### config.mk
export PLATFORM = sky130hd
export DESIGN_NAME = ood_decoder
export DESIGN_NICKNAME = d
export VERILOG_FILES = /design/src/hw/ood_pkg.sv /design/src/hw/ood_decoder.sv
export SDC_FILE = /design/constraint.sdc
export NUM_CORES = 1
export LEC_CHECK = 0
export ABC_AREA = 1
export BUFFER_PORTS_ARGS = -buffer_cell sky130_fd_sc_hd__buf_2
export CAP_MARGIN = 20
export CORE_ASPECT_RATIO = 1.75
export CORE_MARGIN = 4
export CORE_UTILIZATION = 33
export CTS_BUF_LIST = sky130_fd_sc_hd__clkbuf_4
export DETAILED_ROUTE_END_ITERATION = 7
export PLACE_DENSITY = 0.59
export SYNTH_ARGS = -nofsm -noshare
export SYNTH_HDL_FRONTEND = slang
export SYNTH_SLANG_ARGS = --single-unit
### constraint.sdc
create_clock -name core_clk -period 4.1 [get_ports core_clk]
set_input_delay 0.205 -clock core_clk [delete_from_list [all_inputs] [get_ports core_clk]]
set_output_delay 0.205 -clock core_clk [all_outputs]
set_load 0.02 [all_outputs]
### src/hw/ood_pkg.sv
package ood_pkg;
   // Register byte offsets
   localparam int         ADDR_W     = 5;
   localparam logic [4:0] OFF_INSTR  = 5'h00;
   localparam logic [4:0] OFF_BANK   = 5'h04;
   localparam logic [4:0] OFF_TPTR   = 5'h08;
   localparam logic [4:0] OFF_TBLLAT = 5'h0c;
   localparam logic [4:0] OFF_STATUS = 5'h10;
   // Status fields
   localparam int ST_FMT_LSB = 0;
   localparam int ST_PEND    = 4;
   localparam int ST_PAIRERR = 5;
   // Widths
   localparam int BANK_W = 4;
   localparam int TP_W   = 21;
   localparam int TL_W   = 8;
   // Reset values
   localparam logic [3:0]  BANK_RST = 4'h0;
   localparam logic [20:0] TP_RST   = 21'h000000;
   localparam logic [7:0]  TL_RST   = 8'h00;
   // Oscillator periods per instruction cycle
   localparam int OSC_PER_ICYC = 4;
   // Opcode nibbles and patterns
   localparam logic [3:0] NIB_SECOND = 4'hf;
   localparam logic [3:0] NIB_MOVFF  = 4'hc;
   localparam logic [3:0] NIB_LONG   = 4'he;
   localparam logic [3:0] NIB_BRA    = 4'hd;
   localparam logic [3:0] NIB_CTRL   = 4'h0;
   localparam logic [3:0] NIB_NOD    = 4'h6;
   localparam logic [3:0] NIB_BIT0   = 4'h7;
   localparam logic [3:0] SUB_LFSR   = 4'he;
   localparam logic [3:0] SUB_GOTO   = 4'hf;
   localparam logic [3:0] SUB_INDEX  = 4'hb;
   localparam logic [2:0] SUB_CALL   = 3'h6;
   localparam logic [7:0] HI_CTRL    = 8'h00;
   localparam logic [7:0] HI_BANKLD  = 8'h01;
   localparam logic [4:0] LO_TBL     = 5'h01;
   localparam logic [6:0] LO_RET     = 7'h08;
   localparam logic [3:0] ACC_HI_BANK = 4'hf;
   // Pointer update modes
   typedef enum logic [1:0] {TP_NONE, TP_POSTINC, TP_POSTDEC, TP_PREINC} ood_tpmode_e;
   // Decoded instruction formats
   typedef enum logic [3:0] {F_NOP, F_BYTE, F_BIT, F_LIT, F_MOVFF, F_LFSR, F_JUMP,
                             F_REL, F_TBL, F_RET, F_IDX, F_OTHER} ood_fmt_e;
endpackage

### src/hw/ood_decoder.sv
`timescale 1ns/1ps
// Behaviour
// - Access bit selects access RAM or bank
// - Destination bit picks accumulator or file
// - Three-bit field selects one bit
// - File field is 8-bit address or pointer
// - Moves carry two 12-bit unbanked addresses
// - Fast bit saves or restores shadow registers
// - Table ops carry four pointer update modes
// - Table pointer 21 bits, latch 8 bits
// - Branch operand relative or absolute target
// - Literals are 8, 12 or 20 bits
// - Indexed moves use a 7-bit source offset and a 7-bit offset or 12-bit address as destination
// - Don't-care bits never affect decode
// - Lone second word executes as no-op
// - Instruction cycle spans four oscillator periods
module ood_decoder
   import ood_pkg::*;
(
   input  wire logic        core_clk,
   input  wire logic        srst,
   input  wire logic [4:0]  avs_address,
   input  wire logic        avs_read,
   input  wire logic        avs_write,
   input  wire logic [31:0] avs_writedata,
   input  wire logic [3:0]  avs_byteenable,
   output logic      [31:0] avs_readdata,
   output logic             avs_waitrequest,
   output logic             dec_strobe,
   output logic      [11:0] data_address,
   output logic             result_to_file,
   output logic      [7:0]  bit_select,
   output logic      [1:0]  pointer_select,
   output logic      [19:0] literal_value,
   output logic      [19:0] branch_value,
   output logic             branch_relative,
   output logic             shadow_save,
   output logic             shadow_restore,
   output logic      [11:0] move_src,
   output logic      [11:0] move_dst,
   output logic      [6:0]  src_offset,
   output logic      [6:0]  dst_offset,
   output logic      [20:0] table_address,
   output logic      [1:0]  exec_cycles
);
   logic [1:0]            phase;
   logic                  icyc_end;
   logic [BANK_W-1:0]     bank_selector_register;
   logic [TP_W-1:0]       table_pointer;
   logic [TL_W-1:0]       table_latch;
   logic                  pending;
   logic                  pair_err;
   logic [15:0]           first_word;
   logic [15:0]           word_q;
   ood_fmt_e              fmt_q;
   logic                  req;
   logic                  accept;
   logic                  instr_wr;
   logic [15:0]           w;
   ood_fmt_e              next_fmt;
   logic                  next_pend;
   logic                  next_err;
   logic [11:0]           next_addr;
   logic                  next_tofile;
   logic [19:0]           next_lit;
   logic [19:0]           next_br;
   logic                  next_rel;
   logic                  next_save;
   logic                  next_restore;
   logic [11:0]           next_src;
   logic [11:0]           next_dst;
   logic [6:0]            next_soff;
   logic [6:0]            next_doff;
   logic [1:0]            next_cyc;
   logic                  next_bankld;
   ood_tpmode_e           next_mode;

   // Access RAM splits at 80h: low half is GPR, high half the top bank
   function automatic logic [11:0] file_addr(input logic [7:0] f, input logic a,
                                             input logic [BANK_W-1:0] bank);
      if (a)
         file_addr = {bank, f};
      else
         file_addr = {(f[7] ? ACC_HI_BANK : 4'h0), f};
   endfunction

   function automatic logic [19:0] sext(input logic [10:0] n, input logic wide);
      sext = wide ? {{9{n[10]}}, n} : {{12{n[7]}}, n[7:0]};
   endfunction

   // Instruction cycle divider
   always_ff @(posedge core_clk) begin
      if (srst)
         phase <= 2'h0;
      else
         phase <= phase + 2'h1;
   end
   assign icyc_end = (phase == 2'(OSC_PER_ICYC - 1));

   assign req      = avs_read | avs_write;
   assign instr_wr = avs_write && avs_address == OFF_INSTR;
   assign accept   = req && avs_waitrequest && (!instr_wr || icyc_end);
   assign w        = avs_writedata[15:0];

   // Field decode of the word being written
   always_comb begin
      next_fmt     = F_OTHER;
      next_pend    = 1'b0;
      next_err     = 1'b0;
      next_addr    = data_address;
      next_tofile  = 1'b0;
      next_lit     = 20'h00000;
      next_br      = 20'h00000;
      next_rel     = 1'b0;
      next_save    = 1'b0;
      next_restore = 1'b0;
      next_src     = move_src;
      next_dst     = move_dst;
      next_soff    = src_offset;
      next_doff    = dst_offset;
      next_cyc     = 2'h1;
      next_bankld  = 1'b0;
      next_mode    = TP_NONE;
      if (pending && w[15:12] == NIB_SECOND) begin
         next_cyc = 2'h2;
         next_fmt = fmt_q;
         unique case (fmt_q)
            F_MOVFF: next_dst = w[11:0];
            F_LFSR:  next_lit = {8'h00, first_word[3:0], w[7:0]};
            F_JUMP: begin
               next_lit = {w[11:0], first_word[7:0]};
               next_br  = {w[11:0], first_word[7:0]};
            end
            F_IDX: begin
               if (first_word[7])
                  next_doff = w[6:0];
               else
                  next_dst = w[11:0];
            end
            default: next_fmt = F_OTHER;
         endcase
      end else begin
         next_err = pending;
         unique case (w[15:12])
            NIB_SECOND: next_fmt = F_NOP;
            NIB_MOVFF: begin
               next_fmt  = F_MOVFF;
               next_src  = w[11:0];
               next_pend = 1'b1;
            end
            NIB_LONG: begin
               if (w[11:8] == SUB_LFSR) begin
                  next_fmt  = F_LFSR;
                  next_pend = 1'b1;
               end else if (w[11:8] == SUB_GOTO || w[11:9] == SUB_CALL) begin
                  next_fmt  = F_JUMP;
                  next_save = (w[11:9] == SUB_CALL) && w[8];
                  next_pend = 1'b1;
               end else if (w[11:8] == SUB_INDEX) begin
                  next_fmt  = F_IDX;
                  next_soff = w[6:0];
                  next_pend = 1'b1;
               end else if (!w[11]) begin
                  next_fmt = F_REL;
                  next_rel = 1'b1;
                  next_br  = sext(w[10:0], 1'b0);
               end
            end
            NIB_BRA: begin
               next_fmt = F_REL;
               next_rel = 1'b1;
               next_br  = sext(w[10:0], 1'b1);
               next_cyc = 2'h2;
            end
            NIB_CTRL: begin
               if (w[11]) begin
                  next_fmt = F_LIT;
                  next_lit = {12'h000, w[7:0]};
               end else if (w[15:8] == HI_BANKLD) begin
                  next_fmt    = F_LIT;
                  next_lit    = {12'h000, w[7:0]};
                  next_bankld = 1'b1;
               end else if (w[15:8] == HI_CTRL && w[7:3] == LO_TBL) begin
                  next_fmt  = F_TBL;
                  next_mode = ood_tpmode_e'(w[1:0]);
                  next_cyc  = 2'h2;
               end else if (w[15:8] == HI_CTRL && w[7:1] == LO_RET) begin
                  next_fmt     = F_RET;
                  next_restore = w[0];
                  next_cyc     = 2'h2;
               end else if (w[15:8] != HI_CTRL) begin
                  next_fmt    = F_BYTE;
                  next_tofile = w[9];
                  next_addr   = file_addr(w[7:0], w[8], bank_selector_register);
               end
            end
            default: begin
               next_fmt    = (w[15:12] >= NIB_BIT0 && w[15:12] < NIB_MOVFF) ? F_BIT : F_BYTE;
               next_tofile = (w[15:12] == NIB_NOD) || w[9];
               next_addr   = file_addr(w[7:0], w[8], bank_selector_register);
            end
         endcase
      end
      if (next_pend)
         next_cyc = 2'h2;
   end

   // Avalon slave handshake
   always_ff @(posedge core_clk) begin
      if (srst)
         avs_waitrequest <= 1'b1;
      else
         avs_waitrequest <= !accept;
   end

   always_ff @(posedge core_clk) begin
      if (srst) begin
         avs_readdata <= 32'h00000000;
      end else if (accept && avs_read) begin
         unique case (avs_address)
            OFF_INSTR:  avs_readdata <= {16'h0000, word_q};
            OFF_BANK:   avs_readdata <= {28'h0000000, bank_selector_register};
            OFF_TPTR:   avs_readdata <= {11'h000, table_pointer};
            OFF_TBLLAT: avs_readdata <= {24'h000000, table_latch};
            OFF_STATUS: avs_readdata <= {26'h0000000, pair_err, pending, 4'(fmt_q)};
            default:    avs_readdata <= 32'h00000000;
         endcase
      end
   end

   // Bank selector: software write or bank-load instruction
   always_ff @(posedge core_clk) begin
      if (srst)
         bank_selector_register <= BANK_RST;
      else if (accept && instr_wr && next_bankld)
         bank_selector_register <= w[BANK_W-1:0];
      else if (accept && avs_write && avs_address == OFF_BANK && avs_byteenable[0])
         bank_selector_register <= avs_writedata[BANK_W-1:0];
   end

   // Table pointer and latch
   always_ff @(posedge core_clk) begin
      if (srst) begin
         table_pointer <= TP_RST;
         table_address <= TP_RST;
         table_latch   <= TL_RST;
      end else if (accept && instr_wr && next_fmt == F_TBL && !pending) begin
         unique case (next_mode)
            TP_NONE:    table_address <= table_pointer;
            TP_POSTINC: begin
               table_address <= table_pointer;
               table_pointer <= table_pointer + 21'h1;
            end
            TP_POSTDEC: begin
               table_address <= table_pointer;
               table_pointer <= table_pointer - 21'h1;
            end
            TP_PREINC: begin
               table_address <= table_pointer + 21'h1;
               table_pointer <= table_pointer + 21'h1;
            end
         endcase
      end else if (accept && avs_write && avs_address == OFF_TPTR) begin
         table_pointer <= avs_writedata[TP_W-1:0];
      end else if (accept && avs_write && avs_address == OFF_TBLLAT && avs_byteenable[0]) begin
         table_latch <= avs_writedata[TL_W-1:0];
      end
   end

   // Decode results, updated once per instruction cycle
   always_ff @(posedge core_clk) begin
      if (srst) begin
         dec_strobe      <= 1'b0;
         fmt_q           <= F_NOP;
         word_q          <= 16'h0000;
         first_word      <= 16'h0000;
         pending         <= 1'b0;
         data_address    <= 12'h000;
         result_to_file  <= 1'b0;
         bit_select      <= 8'h00;
         pointer_select  <= 2'h0;
         literal_value   <= 20'h00000;
         branch_value    <= 20'h00000;
         branch_relative <= 1'b0;
         shadow_save     <= 1'b0;
         shadow_restore  <= 1'b0;
         move_src        <= 12'h000;
         move_dst        <= 12'h000;
         src_offset      <= 7'h00;
         dst_offset      <= 7'h00;
         exec_cycles     <= 2'h0;
      end else begin
         dec_strobe <= accept && instr_wr;
         if (accept && instr_wr) begin
            fmt_q           <= next_fmt;
            word_q          <= w;
            pending         <= next_pend;
            data_address    <= next_addr;
            result_to_file  <= next_tofile;
            bit_select      <= (next_fmt == F_BIT) ? 8'h01 << w[11:9] : 8'h00;
            // Designator lives in the first word only; the second word carries literal bits there
            pointer_select  <= (next_fmt == F_LFSR && next_pend) ? w[5:4] : pointer_select;
            literal_value   <= next_lit;
            branch_value    <= next_br;
            branch_relative <= next_rel;
            shadow_save     <= next_save;
            shadow_restore  <= next_restore;
            move_src        <= next_src;
            move_dst        <= next_dst;
            src_offset      <= next_soff;
            dst_offset      <= next_doff;
            exec_cycles     <= next_cyc;
            if (next_pend)
               first_word <= w;
         end
      end
   end

   // Broken word pair, sticky; write 1 clears, a new error wins
   always_ff @(posedge core_clk) begin
      if (srst)
         pair_err <= 1'b0;
      else if (accept && instr_wr && next_err)
         pair_err <= 1'b1;
      else if (accept && avs_write && avs_address == OFF_STATUS && avs_writedata[ST_PAIRERR])
         pair_err <= 1'b0;
   end
endmodule

==> results of run 1 <==
-- placed cells by master, fill, tap and decap left out, drive strengths merged, types with 2 or more instances in the layout --
| master | count |
|---|---|
| dfxtp | 215 |
| a31oi | 24 |
| o22ai | 10 |
| ha | 3 |
| o31ai | 4 |
| a21oi | 169 |
| or2 | 2 |
| nor3 | 11 |
| conb | 11 |
| o211a | 4 |
| o211ai | 23 |
| clkbuf | 71 |
| a211oi | 9 |
| o221ai | 3 |
| nand3 | 87 |
| xor2 | 19 |
| nand4 | 16 |
| nand2 | 369 |
| a21boi | 2 |
| dlygate4sd3 | 29 |
| clkinv | 15 |
| nor2 | 143 |
| buf | 193 |
| inv | 111 |
| o21ai | 129 |
-- power groups by stage --
stage	Clock, mW	Combinational (mW)	Sequential [mW]
after floorplan	0	0.176	2.15
after global placement	0	0.256	2.15
after detailed placement	0	0.257	2.15
after CTS	1.81	0.279	2.10
after global routing	1.90	0.310	2.10
final	1.75	0.283	2.10
-- registers in the layout, summed over array words and instances (netlist names), 12 cells and up --
| signal | flops |
|---|---|
| table_address | 21 |
| move_dst | 12 |
| literal_value | 20 |
| branch_value | 20 |
| avs_readdata | 21 |
| data_address | 12 |
| move_src | 12 |
| word_q | 16 |
| table_pointer | 21 |
-- layer usage --
layer | up-vias | GRT usage | wire length [um]
met5 | - | 0 | 0
met3 | 113 | 0.0364 | 1700
met4 | 0 | 0.128 | 2280
li1 | 5215 | - | -
met2 | 373 | 0.421 | 20600
met1 | 4868 | 0.225 | 14000
-- stage by stage --
step	setup slack, ns	cells	hold WS [ns]
after global placement	1.46	1954	0.406
after floorplan	2.41	1471	0.350
after detailed placement	1.39	1954	0.421
final	1.31	2068	0.0922
after CTS	1.32	2066	0.0420
after global routing	1.17	2068	0.0933
-- worst paths after layout --
| path | slack (ns) | to | startpoint | depth (start not counted) |
|---|---|---|---|---|
| max | 1.31 | literal_value[19] | avs_address[4] | 11 |
| min | 0.09 | pair_err | avs_address[2] | 5 |
| max reg2reg | 1.31 | literal_value[19] | phase[0] | 7 |
| min reg2reg | 0.43 | phase[0] | phase[0] | 1 |
-- cell type report --
class | instances | area [sq um]
fillers | 3335 | 18100
multi-input cells | 1044 | 5010
flip-flops and latches | 215 | 4300
repair buffers | 222 | 1310
clock buffers | 71 | 533
well taps | 387 | 484
inverters | 116 | 435
clock inverters | 12 | 81.3
diodes | 1 | 2.50
-- tightest hold or removal path: stages --
cell and delay (ns):
buf_2 0.09, nor2_1 0.06, nand2_1 0.19, o31ai_1 0.11
a21oi_1 0.11
-- cells by family (layout without fill, tap and decap cells) --
group	after synthesis	count (layout)	synth area share
xor+xnor	20	20	0.0172
other cells	1	12	0.000368
compound gates	379	379	0.204
simple gates	631	631	0.264
buf+inv	212	421	0.0881
fa+ha+maj	3	3	0.00369
flops	215	215	0.423
==> results.py, run 1 <==
metrics = {
    "status": {
        "status": "completed",
    },
    "logic_synthesis": {
        "synthFlopType": "dfxtp_1",
        "synth-seq-cells": 215,
        "syn_area_sq_um": 10200,
        "synth_top_area_share": 0.423,
        "yosys-top-cells-count": "nand2_1, dfxtp_1, a21oi_1",
        "ys_seq_area_frac": 0.423,
        "synth_cell_types": 47,
        "synth.area.top_cells": "dfxtp_1, nand2_1, a21oi_1",
        "ys_warn_count": 0,
        "synth_edf_count": 0,
        "postSynth.asyncResetShare": 0,
        "yosys.area.top_type": "dfxtp_1",
        "syn_inst": 1461,
        "yosysMostFrequentCell": "nand2_1",
        "syn_area_per_cell_sq_um": 6.97,
    },
    "critical_path": {
        "crit_buf_inv": 6,
        "critPathMostFrequentCell": "dlygate4sd3_1",
        "path_delay_family": "buffers and inverters",
        "path_class": "input port to register",
        "worstPathArrival_ns": 3.46,
        "critPathLaunchType": "input port",
        "required_ns": 4.77,
        "critPathSlowestCell": "dlygate4sd3_1",
        "worst_setup_path_end_kind": "register",
        "worstPathCellList": "dlygate4sd3_1 -> buf_2 -> inv_1 -> nand2_1 -> nor2_8 -> nand4_4 -> inv_2 -> buf_4 -> o21ai_0 -> nor2_1 -> dlygate4sd3_1",
        "max_stage_delay_ns": 0.54,
        "path_max_fanout": 36,
    },
    "power_and_ir_drop": {
        "swShare": 0.267,
        "powerDensity_nw_per_um2": 340,
        "p_int_mw": 3.03,
        "comb_power_share": 0.068,
        "power_leakage_nw": 5.40,
        "clkPwrFrac": 0.423,
        "peakVddDrop_mv": 0.206,
        "sequentialPowerShare": 0.508,
        "p_sw_mw": 1.10,
        "finalPower_mw": 4.14,
    },
    "die": {
        "die_h_um": 240,
        "row_count": 84,
        "core_area_sq_um": 30300,
        "start_util": 0.336,
        "die_w_um": 141,
        "io_pins": 206,
        "dieArea_sq_um": 33800,
    },
    "placed_design": {
        "dp_hpwl_um": 28000,
        "gp_congestion": 0.967,
        "port_buffers": 180,
        "dpl_cell_area_sq_um": 11200,
    },
    "clock_network": {
        "cts_max_level": 2,
        "cts_buffers": 51,
        "insertion_delay_ns": 0.72,
        "cts_hold_buf": 29,
        "ctsLongestPathBuffers": 3,
        "root_buffer": "clkbuf_4",
        "cts.sinks": 215,
        "clkTransAtPathRegs_ns": 0.07,
        "postCtsSetupRepairBufs": 0,
        "ctsResizeCount": 0,
        "cts_tree": "yes",
    },
    "global_route": {
        "overflow": 0,
        "grt_max_degree": 102,
        "grt_pass1_vias": 10500,
        "grt_first_pass_wirelength_um": 58700,
        "grtUsageTotal": 0.221,
        "antenna_found_initial": 1,
    },
    "detailed_routing": {
        "wl_per_cell_um": 18.6,
        "avgViaCountPerCell": 5.11,
        "ant_nets": 0,
        "vias": 10600,
        "detail_route.iter0.violations": 662,
        "first_pass_iters": 7,
        "drc_errors": 0,
        "wl_um": 38500,
    },
    "timing": {
        "tightest_slew_ns": 0.830,
        "hold_viol_final": 0,
        "finalSetupTns_ns": 0,
        "finalSetupViolations": 0,
        "fin_crit_sh": 0.681,
        "finalMaxSlewViolations": 0,
        "finClkSkew_ns": 0.0269,
        "rsz0062_at_grt": "false",
        "slew_headroom": 0.446,
        "fmax_mhz": 358,
        "fin_crit_ns": 2.79,
    },
    "final_layout": {
        "area_delta_synth_final_pct": 19.5,
        "layout.nets": 1698,
        "drive_gt1_frac": 0.179,
        "final_area_sq_um": 12200,
        "postLayoutCoreUtil": 0.402,
    },
    "worst_hold_path": {
        "min_path_type": "input port to register",
    },
    "job": {
        "maxCapViolations": 0,
    },
}
(Power assumes the default switching activity.)
==> run 2, diff against run 1 <==
Clock period 4.1 ns to 2.7 ns, I/O delays scaled along.
==> run 2 against run 1 <==
Net effect:
- sequential share of layout area decreased by 0.42 points
- critical path depth is 2 higher
- largest cell class unchanged
- critical endpoint is now table_pointer[8]
- non-clock buffer count grew 19
- setup slack got worse by 0.77 ns
- routed wire length shrank 0.70%
==> results.py, run 2 (same netlist as run 1, synthesis figures left out) <==
metrics = {
    "critical_path": {
        "worstPathArrival_ns": 2.79,
        "reg2reg_to": "table_pointer[8]",
        "critPathMostFrequentCell": "nand2_1",
        "worst_setup_path_end_kind": "register",
        "path_class": "register to register",
        "reg2reg_depth": 13,
        "critPathLaunchType": "register",
        "path_max_fanout": 5,
        "required_ns": 3.32,
        "reg2reg_from": "table_pointer[1]",
        "r2r_slack_ns": 0.53,
        "max_stage_delay_ns": 0.42,
        "worstPathCellList": "ha_1 -> nand2_1 -> nor2_1 -> nand2_1 -> nor2_1 -> nand2_1 -> nand2_1 -> nand2_1 -> o21ai_0 -> nand2_1 -> nand2_1 -> o21ai_1 -> nor2_1",
        "critPathSlowestCell": "dfxtp_1",
    },
    "final_layout": {
        "drive_gt1_frac": 0.190,
        "final_common_cell": "nand2_1",
        "largest_registers": "avs_readdata x21, table_address x21, table_pointer x21",
        "layout.nets": 1717,
        "layout_common_cells": "nand2_1, dfxtp_1, buf_2",
        "area_delta_synth_final_pct": 21.0,
        "postLayoutCoreUtil": 0.407,
    },
    "global_route": {
        "overflow": 0,
        "grt_first_pass_wirelength_um": 57800,
        "grt_max_degree": 84,
        "grtUsageTotal": 0.219,
        "antenna_found_initial": 1,
        "grt_pass1_vias": 10300,
    },
    "placed_design": {
        "gp_congestion": 0.974,
        "port_buffers": 180,
        "dp_hpwl_um": 28500,
    },
    "power_and_ir_drop": {
        "power_leakage_nw": 5.50,
        "peakVddDrop_mv": 0.332,
        "finalPower_mw": 6.21,
        "powerDensity_nw_per_um2": 504,
    },
    "clock_network": {
        "clkTransAtPathRegs_ns": 0.07,
        "ctsLongestPathBuffers": 3,
        "ctsResizeCount": 0,
        "cts_buffers": 51,
        "cts_max_level": 2,
        "cts.sinks": 215,
        "cts_tree": "yes",
        "insertion_delay_ns": 0.69,
        "root_buffer": "clkbuf_4",
    },
    "die": {
        "io_pins": 206,
        "start_util": 0.336,
        "core_area_sq_um": 30300,
        "row_count": 84,
        "dieArea_sq_um": 33800,
        "die_w_um": 141,
        "die_h_um": 240,
    },
    "detailed_routing": {
        "detail_route.iter0.violations": 719,
        "wl_per_cell_um": 18.3,
        "vias": 10700,
        "wl_um": 38300,
        "ant_nets": 0,
        "first_pass_iters": 7,
        "avgViaCountPerCell": 5.12,
        "drc_errors": 0,
    },
    "timing": {
        "slew_headroom": 0.571,
        "tightest_slew_ns": 0.643,
        "hold_viol_final": 0,
        "finClkSkew_ns": 0.0210,
        "finalSetupViolations": 0,
        "rsz0062_at_grt": "false",
        "finalSetupTns_ns": 0,
        "fmax_mhz": 461,
        "fin_hold_ws_ns": 0.0624,
        "fin_crit_sh": 0.803,
        "finalMaxSlewViolations": 0,
        "fin_crit_ns": 2.17,
    },
    "worst_hold_path": {
        "min_path_type": "input port to register",
        "min_from": "avs_address[2]",
        "whs_endpoint": "pair_err",
        "worstHoldPathCells": 5,
    },
    "status": {
        "status": "completed",
    },
    "job": {
        "maxCapViolations": 0,
    },
}
-- run 2: cell count changes in the layout (fill, tap and decap cells not counted) --
cell	delta
buf_4	+18
clkinv_1	+1
buf_12	+2
inv_2	+1
clkinv_2	+3
clkbuf_4	+2
bufinv_16	-1
clkinv_4	-1
buf_16	-1
-- run 2: per-layer routing --
metal / up-vias / global-route usage / wire [um]
met2: 351 / 0.405 / 20100
met5: - / 0 / 0
li1: 5273 / - / -
met3: 125 / 0.0356 / 1780
met4: 0 / 0.148 / 2740
met1: 4954 / 0.223 / 13600
-- run 2: worst max-delay path: cells and delay by family, from the launching register on --
family,cells,cell delay [ns]
AO/OA/AOI/OAI,2,0.21
flip-flops,1,0.42
adder cells (fa/ha/maj),1,0.37
AND/OR/NAND/NOR,10,1.12
-- run 2: layout make-up --
class	instances	area (sq um)
Tap cell	387	484
Sequential cell	215	4300
Inverter	116	435
Timing Repair Buffer	241	1460
Antenna cell	1	2.50
Multi-Input combinational cell	1044	5010
Fill cell	3326	18000
Clock buffer	73	548
Clock inverter	15	65.1
-- run 2: per-stage QoR --
stage / setup WS (ns) / area [sq um] / std cells
final: 0.533 / 12300 / 2092
after global routing: 0.372 / 12300 / 2092
after CTS: 0.609 / 12300 / 2091
after detailed placement: 0.538 / 11400 / 1974
after global placement: 0.569 / 11400 / 1974
after floorplan: 1.01 / 10200 / 1471
-- run 2: where the power goes --
part	internal [mW]	switching [mW]
clock network	1.24	1.33
logic	0.137	0.308
registers	3.18	0.0115
-- run 2: worst max path at each step --
stage | startpoint | end | depth (start not counted) | slack [ns]
2_1_floorplan | avs_waitrequest | table_pointer[14] | 9 | 1.01
3_3_place_gp | avs_writedata[4] | table_address[13] | 9 | 0.57
3_5_place_dp | avs_writedata[4] | table_address[13] | 9 | 0.54
4_1_cts | table_pointer[1] | table_pointer[16] | 12 | 0.61
5_1_grt | table_pointer[1] | table_pointer[16] | 12 | 0.37
6_report | table_pointer[1] | table_pointer[8] | 13 | 0.53
-- run 2: timing repair --
action / CTS / global route
hold buffers: 29 / 0
buffers inserted: 0 / 0
endpoints found under the hold margin: 137 / 0
==> run 3, diff against run 2 <==
Settings changed: ABC_AREA 1 to 0.
Clock period 2.7 ns to 2.18 ns, I/O delays scaled along.
==> run 3 against run 2 <==
Net effect:
- global-route usage increased by 0.12 points
- setup slack got worse by 0.50 ns
- via count decreased by 3.6%
- routed wire length decreased by 0.82%
- combinational power increased by 39%
- final cell count decreased by 7.7%
- clock skew increased by 0.042 ns
- sequential share of layout area decreased by 2.2 points
- final area increased by 6.9%
- largest power group unchanged
- sequential cell count unchanged
- worst hold slack improved by 0.022 ns
- die area decreased by 1.3%
==> results.py, run 3 <==
metrics = {
    "final_layout": {
        "postLayoutCoreUtil": 0.438,
        "largest_registers": "avs_readdata x21, table_address x21, table_pointer x21",
        "layout.nets": 1554,
        "final.fill_count": 3137,
        "drive_gt1_frac": 0.291,
        "final_common_cell": "dfxtp_1",
        "layout_common_cells": "dfxtp_1, buf_2, nand2_1",
        "area_delta_synth_final_pct": 31.1,
    },
    "global_route": {
        "grtUsageTotal": 0.220,
        "grt_first_pass_wirelength_um": 57900,
        "grt_max_degree": 76,
        "overflow": 0,
        "antenna_found_initial": 1,
        "grt_pass1_vias": 10200,
    },
    "detailed_routing": {
        "ant_nets": 0,
        "wl_per_cell_um": 19.7,
        "wl_um": 38000,
        "detail_route.iter0.violations": 832,
        "drc_errors": 0,
        "first_pass_iters": 5,
        "vias": 10300,
        "avgViaCountPerCell": 5.35,
    },
    "critical_path": {
        "path_class": "input port to register",
        "critPathLaunchType": "input port",
        "path_max_fanout": 3,
        "worst_setup_path_end_kind": "register",
        "required_ns": 2.71,
        "worstPathArrival_ns": 2.68,
    },
    "clock_network": {
        "cts_max_level": 2,
        "cts.sinks": 215,
        "insertion_delay_ns": 0.72,
        "ctsLongestPathBuffers": 3,
        "clkTransAtPathRegs_ns": 0.07,
        "root_buffer": "clkbuf_4",
        "cts_buffers": 52,
        "cts_tree": "yes",
    },
    "job": {
        "maxCapViolations": 0,
    },
    "logic_synthesis": {
        "synth_top_area_share": 0.429,
        "yosys.area.top_type": "dfxtp_1",
        "syn_area_per_cell_sq_um": 8.29,
        "syn_inst": 1211,
        "yosys-top-cells-count": "dfxtp_1, nand2_1, nor2_1",
        "synthFlopType": "dfxtp_1",
        "synth-seq-cells": 215,
        "ys_warn_count": 0,
        "synth_cell_types": 73,
        "syn_area_sq_um": 10000,
        "synth.area.top_cells": "dfxtp_1, a21oi_1, nand2_1",
        "yosysMostFrequentCell": "dfxtp_1",
        "synth_edf_count": 0,
        "ys_seq_area_frac": 0.429,
        "postSynth.asyncResetShare": 0,
    },
    "die": {
        "io_pins": 206,
        "row_count": 84,
        "die_w_um": 140,
        "dieArea_sq_um": 33400,
        "start_util": 0.334,
        "core_area_sq_um": 30100,
        "die_h_um": 239,
    },
    "power_and_ir_drop": {
        "swShare": 0.261,
        "power_leakage_nw": 5.58,
        "p_sw_mw": 2.09,
        "clkPwrFrac": 0.432,
        "finalPower_mw": 8.02,
        "comb_power_share": 0.077,
        "peakVddDrop_mv": 0.535,
        "sequentialPowerShare": 0.491,
        "p_int_mw": 5.93,
        "powerDensity_nw_per_um2": 610,
    },
    "timing": {
        "fin_hold_ws_ns": 0.0843,
        "hold_viol_final": 0,
        "finalMaxSlewViolations": 0,
        "fin_crit_sh": 0.985,
        "fmax_mhz": 466,
        "slew_headroom": 0.419,
        "finalWorstSetupSlack_ns": 0.0320,
        "finalSetupTns_ns": 0,
        "fin_crit_ns": 2.15,
        "tightest_slew_ns": 0.871,
        "finalSetupViolations": 0,
        "finClkSkew_ns": 0.0626,
    },
    "status": {
        "status": "completed",
    },
    "placed_design": {
        "gp_congestion": 0.931,
        "dp_slack_ns": -0.120,
        "port_buffers": 180,
        "dp_hpwl_um": 28000,
    },
    "worst_hold_path": {
        "min_path_type": "input port to register",
    },
}
==> run 3: changes by cell type in the layout (fill, tap and decap cells not counted), sizes merged, moves of 17 or more <==
cell / delta
buf: +107
o211ai: -18
mux2i: +59
xor2: -17
nand2: -210
a21oi: -47
a211oi: +20
nand3: -35
a22oi: +42
inv: -90
o21ai: -104
xnor2: +18
==> run 3: logic make-up (layout without fill, tap and decap cells) <==
| group | count (synthesis) | count (layout) | synth area share |
|---|---|---|---|
| AOI/OAI and AO/OA | 302 | 302 | 0.203 |
| xor gates and xnor gates | 21 | 21 | 0.0183 |
| adders and majority gates | 3 | 3 | 0.00374 |
| buffers and inverters | 137 | 458 | 0.0590 |
| DFF | 215 | 215 | 0.429 |
| muxes | 63 | 63 | 0.0633 |
| other | 1 | 12 | 0.000373 |
| and+or+nand+nor | 469 | 469 | 0.224 |
==> run 3: metrics by stage <==
step	cell area (sq um)	instances
floorplan	10100	1221
global placement	12100	1809
detailed placement	12100	1809
CTS	13100	1926
global route	13200	1930
finish	13200	1930
==> run 3: timing repair <==
item / in CTS / in global routing
pin swaps: 0 / 7
setup buffers: 0 / 3
gates resized for setup: 1 / 23
hold buffers: 27 / 0
hold endpoints to repair: 142 / 0
setup endpoints to repair: 8 / 34
==> run 3: area by class of cell <==
cell class	count	area (sq um)	area share
antenna	1	2.50	0.000190
clock buffer	73	548	0.0416
clock inverter	17	121	0.00922
inverter	22	82.6	0.00627
multi-input combinational	869	5270	0.400
sequential	215	4310	0.327
tap	387	484	0.0368
timing repair buffer	346	2350	0.179
==> run 3: worst max-delay path, stage by stage <==
cell and delay (ns):
dlygate4sd3_1 0.53, buf_2 0.16, or4b_4 0.57, a21boi_4 0.20
o211ai_1 0.18, buf_4 0.19, or4_4 0.53, o21ai_1 0.14
a21oi_1 0.07
==> run 3: routing by layer <==
metal	up-vias	global-route usage	share of wire
met5	-	0	0
met4	0	0.138	0.067
met3	132	0.0326	0.043
met2	354	0.406	0.53
met1	4931	0.232	0.36
li1	4906	-	-
==> run 3: power groups by stage <==
| stage | clock [mW] | sequential [mW] | combinational, mW |
|---|---|---|---|
| final | 3.46 | 3.94 | 0.620 |
| after CTS | 3.59 | 3.94 | 0.606 |
| after global routing | 3.76 | 3.94 | 0.660 |
| after detailed placement | 0 | 4.03 | 0.563 |
| after global placement | 0 | 4.03 | 0.561 |
| after floorplan | 0 | 4.03 | 0.312 |
==> run 3: path summary, 6_finish.rpt <==
check                   startpoint                 to  slack (ns)  cells past startpoint
hold / removal    avs_writedata[4]    data_address[4]        0.08                      5
setup reg to reg   avs_waitrequest  pointer_select[0]        0.07                      8
setup / recovery  avs_writedata[1]  pointer_select[0]        0.03                      9
hold reg to reg           phase[0]           phase[0]        0.43                      1
